<file path="src/logic/nas_pkg.sv">
// Notes on behaviour
// - Immediate load writes its 4-bit value into the accumulator.
// - In a run of back-to-back immediate loads only the first executes.
// - Table read puts ROM bits 7..4 in upper nibble, 3..0 in accumulator.
// - Table read address is page p, table pointer bits high, accumulator low.
// - Table read holds one return-stack level while it runs.
// - Memory add sums nibble into accumulator, carry unchanged.
// - Add with carry adds nibble and carry; carry-out goes to carry flag.
// - Immediate add leaves carry; skips next unless overflow occurs.
// - Logical AND of accumulator and nibble goes to accumulator.
// - Logical OR of accumulator and nibble goes to accumulator.
// - Set carry forces carry to 1, nothing else.
// - Clear carry forces carry to 0, nothing else.
// - Carry test skips next instruction when carry is 0.
// - Complement inverts the accumulator.
// - Rotate right through carry; carry takes the bit shifted out.
// - Bit set writes 1 to selected bit of the addressed nibble.
// - Bit clear writes 0 to selected bit of the addressed nibble.
// - Bit test skips next when selected nibble bit is 0.
// - Memory compare skips next when accumulator equals nibble.
// - Immediate compare skips next when accumulator equals immediate.
package nas_pkg;

	// ----------------------------------------
	// Operation codes from the decoder
	// ----------------------------------------
	typedef enum logic [4:0] {
		NAS_OP_NONE      = 5'h00,
		NAS_OP_LOAD_IMM  = 5'h01,
		NAS_OP_TABLE     = 5'h02,
		NAS_OP_MEM_ADD   = 5'h03,
		NAS_OP_ADD_CARRY = 5'h04,
		NAS_OP_ADD_IMM   = 5'h05,
		NAS_OP_AND       = 5'h06,
		NAS_OP_OR        = 5'h07,
		NAS_OP_SET_CARRY = 5'h08,
		NAS_OP_CLR_CARRY = 5'h09,
		NAS_OP_TEST_CARRY= 5'h0A,
		NAS_OP_COMPL     = 5'h0B,
		NAS_OP_ROT_RIGHT = 5'h0C,
		NAS_OP_BIT_SET   = 5'h0D,
		NAS_OP_BIT_CLR   = 5'h0E,
		NAS_OP_BIT_TEST  = 5'h0F,
		NAS_OP_MEM_CMP   = 5'h10,
		NAS_OP_IMM_CMP   = 5'h11
	} nas_op_t;

	// ----------------------------------------
	// Table read sequencer states
	// ----------------------------------------
	typedef enum logic [2:0] {
		NAS_TS_IDLE = 3'h1,
		NAS_TS_WAIT = 3'h2,
		NAS_TS_DONE = 3'h4
	} nas_tstate_t;

	// ----------------------------------------
	// Reset values and timing
	// ----------------------------------------
	localparam logic [3:0] NAS_ACC_RST   = 4'h0;
	localparam logic [3:0] NAS_UPPER_RST = 4'h0;
	localparam logic       NAS_CARRY_RST = 1'b0;
	localparam int         NAS_ROM_WAIT  = 2;  // ROM read latency in cycles

endpackage

</file>
<file path="src/logic/nas_adder.sv">
`timescale 1ns/1ps
// 4-bit adder with carry in; carry out from bit 4
module nas_adder
	import nas_pkg::*;
(
	// Operands
	input  wire logic [3:0] a,
	input  wire logic [3:0] b,
	input  wire logic       cin,
	// Result
	output logic      [3:0] sum,
	output logic            cout
);
	logic [4:0] full;

	// Widen before adding so bit 4 holds the carry
	always_comb begin
		full = {1'b0, a} + {1'b0, b} + {4'h0, cin};
		sum  = full[3:0];
		cout = full[4];
	end
endmodule

</file>
<file path="src/logic/nas_sync2.sv">
`timescale 1ns/1ps
// Two-stage synchroniser for a pin-level input
module nas_sync2
	import nas_pkg::*;
(
	input  wire logic clk_sys,
	input  wire logic rst_n,
	input  wire logic ce,
	input  wire logic d,
	output logic      q
);
	logic meta_q;

	// First stage is read only by the second
	always_ff @(posedge clk_sys or negedge rst_n) begin
		if (!rst_n) begin
			meta_q <= 1'b0;
			q      <= 1'b0;
		end else if (ce) begin
			meta_q <= d;
			q      <= meta_q;
		end
	end
endmodule

</file>
<file path="src/logic/nas_alu.sv">
`timescale 1ns/1ps
// Nibble ALU with skip logic. One instruction per exec_valid pulse, except
// table read which holds busy until the ROM word returns.
module nas_alu
	import nas_pkg::*;
#(
	parameter int PAGE_W = 5
)(
	// Clock and reset
	input  wire logic              clk_sys,
	input  wire logic              rst_n,
	input  wire logic              ce,
	// Decoded instruction
	input  wire logic              exec_valid,
	input  wire nas_op_t           exec_op,
	input  wire logic [3:0]        exec_imm,
	input  wire logic [1:0]        exec_bit,
	input  wire logic [PAGE_W-1:0] exec_page,
	// Table pointer and data memory nibble
	input  wire logic [2:0]        table_pointer_bits,
	input  wire logic [3:0]        addressed_data_nibble,
	// ROM read data
	input  wire logic [7:0]        rom_data,
	// Skip-status pin from interrupt restore (asynchronous)
	input  wire logic              skip_force_pin,
	// Architectural state
	output logic      [3:0]        acc_q,
	output logic      [3:0]        upper_q,
	output logic                   carry_flag_q,
	// Data memory write
	output logic                   mem_we_q,
	output logic      [3:0]        mem_wdata_q,
	// ROM request
	output logic                   rom_req_q,
	output logic      [PAGE_W+6:0] rom_addr_q,
	// Sequencing
	output logic                   skip_next_q,
	output logic                   stack_hold_q,
	output logic                   busy_q,
	output logic                   done_q
);
	// ----------------------------------------
	// Input synchroniser and adder
	// ----------------------------------------
	logic       skip_force_s;
	logic [3:0] add_b;
	logic       add_cin;
	logic [3:0] add_sum;
	logic       add_cout;

	nas_sync2 u_sync (
		.clk_sys (clk_sys),
		.rst_n   (rst_n),
		.ce      (ce),
		.d       (skip_force_pin),
		.q       (skip_force_s)
	);

	nas_adder u_add (
		.a    (acc_q),
		.b    (add_b),
		.cin  (add_cin),
		.sum  (add_sum),
		.cout (add_cout)
	);

	// ----------------------------------------
	// State
	// ----------------------------------------
	logic [3:0]        acc_d, upper_d, mem_wdata_d;
	logic              carry_d, mem_we_d, skip_d, rom_req_d, hold_d, busy_d, done_d;
	logic [PAGE_W+6:0] rom_addr_d;
	logic              skipping_q, skipping_d;   // current instruction is skipped
	logic              last_load_q, last_load_d; // previous slot was a load that ran or extended a load run
	nas_tstate_t       ts_q, ts_d;
	logic [1:0]        wait_q, wait_d;
	logic [3:0]        bit_mask;
	logic              nib_bit;

	// Operand selection for the shared adder
	always_comb begin
		add_b   = (exec_op == NAS_OP_ADD_IMM) ? exec_imm : addressed_data_nibble;
		add_cin = (exec_op == NAS_OP_ADD_CARRY) ? carry_flag_q : 1'b0;
		bit_mask = 4'h1 << exec_bit;
		nib_bit  = addressed_data_nibble[exec_bit];
	end

	// Next-state for every register; skipped slots only clear the skip, update last_load_q and raise done
	always_comb begin
		acc_d       = acc_q;
		upper_d     = upper_q;
		carry_d     = carry_flag_q;
		mem_we_d    = 1'b0;
		mem_wdata_d = mem_wdata_q;
		skip_d      = 1'b0;
		rom_req_d   = 1'b0;
		rom_addr_d  = rom_addr_q;
		hold_d      = stack_hold_q;
		busy_d      = busy_q;
		done_d      = 1'b0;
		skipping_d  = skipping_q;
		last_load_d = last_load_q;
		ts_d        = ts_q;
		wait_d      = wait_q;
		case (ts_q)
		NAS_TS_IDLE: begin
			if (exec_valid) begin
				done_d = 1'b1;
				if (skipping_q || skip_force_s) begin
					skipping_d  = 1'b0;
					// A skipped load only continues an existing load run
					last_load_d = (exec_op == NAS_OP_LOAD_IMM) && last_load_q;
				end else if (exec_op == NAS_OP_LOAD_IMM && last_load_q) begin
					last_load_d = 1'b1;
				end else begin
					last_load_d = (exec_op == NAS_OP_LOAD_IMM);
					case (exec_op)
					NAS_OP_LOAD_IMM:  acc_d = exec_imm;
					NAS_OP_TABLE: begin
						rom_addr_d = {exec_page, table_pointer_bits, acc_q};
						rom_req_d  = 1'b1;
						hold_d     = 1'b1;
						busy_d     = 1'b1;
						done_d     = 1'b0;
						wait_d     = 2'(NAS_ROM_WAIT);
						ts_d       = NAS_TS_WAIT;
					end
					NAS_OP_MEM_ADD:   acc_d = add_sum;
					NAS_OP_ADD_CARRY: begin
						acc_d   = add_sum;
						carry_d = add_cout;
					end
					NAS_OP_ADD_IMM: begin
						acc_d  = add_sum;
						skip_d = ~add_cout;
					end
					NAS_OP_AND:        acc_d = acc_q & addressed_data_nibble;
					NAS_OP_OR:         acc_d = acc_q | addressed_data_nibble;
					NAS_OP_SET_CARRY:  carry_d = 1'b1;
					NAS_OP_CLR_CARRY:  carry_d = 1'b0;
					NAS_OP_TEST_CARRY: skip_d = ~carry_flag_q;
					NAS_OP_COMPL:      acc_d = ~acc_q;
					NAS_OP_ROT_RIGHT: begin
						acc_d   = {carry_flag_q, acc_q[3:1]};
						carry_d = acc_q[0];
					end
					NAS_OP_BIT_SET: begin
						mem_we_d    = 1'b1;
						mem_wdata_d = addressed_data_nibble | bit_mask;
					end
					NAS_OP_BIT_CLR: begin
						mem_we_d    = 1'b1;
						mem_wdata_d = addressed_data_nibble & ~bit_mask;
					end
					NAS_OP_BIT_TEST:  skip_d = ~nib_bit;
					NAS_OP_MEM_CMP:   skip_d = (acc_q == addressed_data_nibble);
					NAS_OP_IMM_CMP:   skip_d = (acc_q == exec_imm);
					default: ;
					endcase
					skipping_d = skip_d;
				end
			end
		end
		NAS_TS_WAIT: begin
			if (wait_q == 2'h1) begin
				ts_d = NAS_TS_DONE;
			end
			wait_d = wait_q - 2'h1;
		end
		NAS_TS_DONE: begin
			upper_d = rom_data[7:4];
			acc_d   = rom_data[3:0];
			hold_d  = 1'b0;
			busy_d  = 1'b0;
			done_d  = 1'b1;
			ts_d    = NAS_TS_IDLE;
		end
		default: ts_d = NAS_TS_IDLE;
		endcase
	end

	// Registers only; ce low freezes everything
	always_ff @(posedge clk_sys or negedge rst_n) begin
		if (!rst_n) begin
			acc_q        <= NAS_ACC_RST;
			upper_q      <= NAS_UPPER_RST;
			carry_flag_q <= NAS_CARRY_RST;
			mem_we_q     <= 1'b0;
			mem_wdata_q  <= 4'h0;
			rom_req_q    <= 1'b0;
			rom_addr_q   <= '0;
			skip_next_q  <= 1'b0;
			stack_hold_q <= 1'b0;
			busy_q       <= 1'b0;
			done_q       <= 1'b0;
			skipping_q   <= 1'b0;
			last_load_q  <= 1'b0;
			ts_q         <= NAS_TS_IDLE;
			wait_q       <= 2'h0;
		end else if (ce) begin
			acc_q        <= acc_d;
			upper_q      <= upper_d;
			carry_flag_q <= carry_d;
			mem_we_q     <= mem_we_d;
			mem_wdata_q  <= mem_wdata_d;
			rom_req_q    <= rom_req_d;
			rom_addr_q   <= rom_addr_d;
			skip_next_q  <= skip_d;
			stack_hold_q <= hold_d;
			busy_q       <= busy_d;
			done_q       <= done_d;
			skipping_q   <= skipping_d;
			last_load_q  <= last_load_d;
			ts_q         <= ts_d;
			wait_q       <= wait_d;
		end
	end

	// ----------------------------------------
	// Assertions
	// ----------------------------------------
	logic idle_exec;
	assign idle_exec = ce && exec_valid && ts_q == NAS_TS_IDLE && !skipping_q
		&& !skip_force_s;
endmodule

</file>
<file path="config.mk">
export PLATFORM = sky130hd
export DESIGN_NAME = nas_alu
export DESIGN_NICKNAME = d
export VERILOG_FILES = /design/src/logic/nas_pkg.sv /design/src/logic/nas_adder.sv /design/src/logic/nas_sync2.sv /design/src/logic/nas_alu.sv
export SDC_FILE = /design/constraint.sdc
export NUM_CORES = 1
export LEC_CHECK = 0
export ABC_AREA = 1
export BUFFER_PORTS_ARGS = -buffer_cell sky130_fd_sc_hd__buf_2
export CORE_ASPECT_RATIO = 1.5
export CORE_MARGIN = 8
export CORE_UTILIZATION = 50
export CTS_CLUSTER_DIAMETER = 50
export DETAILED_ROUTE_END_ITERATION = 10
export PLACE_DENSITY_LB_ADDON = 0.3
export RECOVER_POWER = 50
export SLEW_MARGIN = 10
export SYNTH_ARGS = -nofsm -noshare
export SYNTH_HDL_FRONTEND = slang
export SYNTH_SLANG_ARGS = --single-unit
</file>
<file path="constraint.sdc">
create_clock -name clk_sys -period 2.2 [get_ports clk_sys]
set_input_delay 0.44 -clock clk_sys [delete_from_list [all_inputs] [get_ports clk_sys]]
set_output_delay 0.44 -clock clk_sys [all_outputs]
set_load 0.01 [all_outputs]
</file>
==> results.ini <==
[global_route]
grt_use_met1_pct = 22.5
grt-ovfl-total = 0
busiest_layer = met2
use_met3_pct = 4.46
grtUsageTotal_pct = 20.6
grt_max_degree = 28
grt_pass1_wl_microns = 12200
use_met2_pct = 36.5
grt_pass1_vias = 2635
antenna_found_initial = 0

[route]
routed_wl_microns = 7600
wl_per_cell_microns = 14.9
drtPass1Iterations = 4
num_vias = 2676
drcViolationCount = 0
antenna_left = 0
viasPerCell = 5.26
drtIter0Drc = 265

[logic_synthesis]
synth_common_cells = nand2_1 (112), dfrtp_1 (38), inv_1 (31), nor2_1 (31), o21ai_0 (29)
async_flop_share_pct = 100
netlist_top_cells_area = dfrtp_1 (39%), nand2_1 (17%), o21ai_0 (5.9%)
synth_area_per_cell_sq_um = 7.14
yosysTopAreaCellShare_pct = 38.9
synth_edf_count = 0
ys_seq_elements = 39
synth_cell_type_count = 32
synthesis.nets = 385
syn_area_sq_um = 2450
synth_area_leader_cell = dfrtp_1
synthFlopType = dfrtp_1
yosysWarningCount = 0
synth_sequential_area_ratio_pct = 39.9
synth_most_common_cell = nand2_1
syn-instance-count = 343

[place]
io_buffers = 66
dp_slack_ns = -0.357
place.gp.congestion = 1.03
dp_hpwl_microns = 6020

[timing]
max_freq_mhz = 447
fin_crit_sh_pct = 102
setup_viol = 3
drv_slew = 0
timing.hold.ws_ns = 0.352
min_period_ns = 2.24
worst_slack_ns = -0.0371
rsz0062_at_grt = yes
skew_ns = 0.00867
finalHoldViolCount = 0
worst_pin_slew_ns = 1.47
max_slew_margin_pct = 1.98

[hold_path]
hp-start = skip_force_pin
min_path_type = input pin to flop
min_path_cells = 3
min_to = u_sync.meta_q$_DFFE_PN0P_

[pwr]
netSwitchingFraction_pct = 39.8
p_leak_nw = 1.78
ir_drop_uv = 568
combPwrFrac_pct = 39.5
p_seq_share_pct = 39.0
pwr-share-clk_pct = 21.5
p_int_mw = 1.68
power.density_nw_per_um2 = 865
switching_power_mw = 1.11

[cts]
clk_latency_ns = 0.29
cts.clk_slew.worst_paths_ns = 0.08
cts.path.max_buffers = 2
root_buffer = clkbuf_8
cts_hold_buffers = 0
cts-buffers-inserted = 5
cts_max_level = 2
cts_tree = yes
cts_sinks = 39

[floorplan]
die-area_sq_um = 7440
start_util_pct = 51.3
die_h_microns = 102
num_io_pins = 67
core_area_sq_um = 4770
die_w_microns = 73.1
num_rows = 31

[outcome]
violations = setup timing
status = complete, but fails checks

[final_layout]
drive_gt1_share_pct = 28.7
register_area_sq_um = 977
multi_input_area_sq_um = 1360
fillers = 445
area_growth_pct = 32.2
layout.nets = 484
antenna_cells = 0

[critical_path]
path_class = input pin to flop
crit_arrival_ns = 2.40
cp_max_fo = 3
r2r_setup_slack_ns = 0.06
r2r_cells = 10
path_cells = buf_8 -> inv_4 -> nand2_4 -> nor2_4 -> nand3_4 -> nand2_2 -> o21ai_2 -> fa_2 -> fa_2 -> a21oi_2 -> o21bai_1 -> o21ai_1 -> o21ai_1 -> nand2_1 -> o21ai_0
critPathMaxStageDelay_ns = 0.43
path_buf_inv = 2
cp_top_family = adder cells
r2r-start = carry_flag_q$_DFFE_PN0P_
critPathRequiredTime_ns = 2.36
cpMaxStageDelayCell = fa_2
worstReg2RegEnd = carry_flag_q$_DFFE_PN0P_
crit_path_end_kind = flop
start_kind = input pin

[run]
cap_violations = 0

==> layout make-up <==
class | count | area share [%]
flip-flops and latches | 39 | 30.2
clock inverters | 3 | 1.35
well taps | 66 | 2.55
repair buffers | 96 | 17.1
clock buffers | 5 | 2.13
multi-input cells | 263 | 42.1
inverters | 37 | 4.53
==> worst max path at each step <==
stage          startpoint                       end  slack (ns)  cells after the start
2_1_floorplan  exec_op[4]      acc_q[2]$_DFFE_PN0P_       -0.22                     14
3_3_place_gp   exec_op[1]   skip_next_q$_DFFE_PN0P_       -0.25                     14
3_5_place_dp   exec_op[1]    skipping_q$_DFFE_PN0P_       -0.36                     14
4_1_cts        exec_op[4]  carry_flag_q$_DFFE_PN0P_        0.02                     15
5_1_grt        exec_op[1]   skip_next_q$_DFFE_PN0P_       -0.14                     16
6_report       exec_op[1]  carry_flag_q$_DFFE_PN0P_       -0.04                     15
==> per-layer routing <==
layer  part of all wire [%]  routed length, microns
met2                     53                    4030
met3                    5.8                     440
met1                     38                    2910
met4                    2.9                     221
met5                      0                       0
==> kinds of logic (layout without fill, tap and decap cells) <==
logic type / Yosys count / in the layout / share of synthesized area (%)
AO/OA/AOI/OAI: 55 / 55 / 13.1
flip-flops: 39 / 39 / 39.9
buffers and inverters: 41 / 141 / 6.75
adder cells (fa/ha/maj): 6 / 6 / 3.68
AND/OR/NAND/NOR: 202 / 202 / 36.5
==> worst register-to-register path: cells and delay by family, from the launching register on <==
kind / cells / cell delay, ns
simple gates: 2 / 0.15
fa+ha+maj: 2 / 0.82
buf+inv: 1 / 0.14
compound gates: 5 / 0.49
flops: 1 / 0.42
==> sequential cells by signal (all words and copies together) (netlist names) <==
name           cells
mem_wdata_q        4
last_load_q        1
carry_flag_q       1
mem_we_q           1
skip_next_q        1
u_sync.meta_q      1
acc_q              4
done_q             1
busy_q             1
u_sync.q           1
rom_req_q          1
skipping_q         1
wait_q             2
rom_addr_q        12
ts_q               3
upper_q            4
==> cell usage in the layout (no fill, tap or decap), drive strengths merged, types with 8 or more instances in the layout <==
cell type / Yosys / layout
buf: 3 / 82
nor3: 8 / 8
inv: 37 / 36
nor2: 37 / 37
nand3: 29 / 29
nand4: 8 / 8
nand2: 116 / 116
clkbuf: 1 / 19
a21oi: 13 / 13
o21ai: 33 / 33
dfrtp: 38 / 38
==> power groups by stage <==
stage	registers [mW]	logic (mW)	clock network, mW
3_3_place_gp	1.10	1.08	0
4_1_cts	1.09	1.11	0.619
6_report	1.09	1.10	0.601
2_1_floorplan	1.15	0.610	0
5_1_grt	1.11	1.24	0.643
3_5_place_dp	1.10	1.11	0
==> repair_timing <==
action,in CTS,in global routing
endpoints found under the setup margin,3,5
resized for setup,1,14
setup buffers,0,4
cloned,0,0
pin swaps,1,15
==> metrics by stage <==
step	cell area (sq um)	total power [mW]	util [%]	TNS, ns	std cells
detailed placement	3070	2.21	64.4	-1.60	497
CTS	3190	2.82	66.9	0	505
global placement	3070	2.17	64.4	-1.10	497
floorplan	2500	1.76	-	-0.879	343
global route	3230	3.00	67.8	-0.435	509
finish	3230	2.80	67.8	-0.109	509
(Power assumes the default switching activity.)
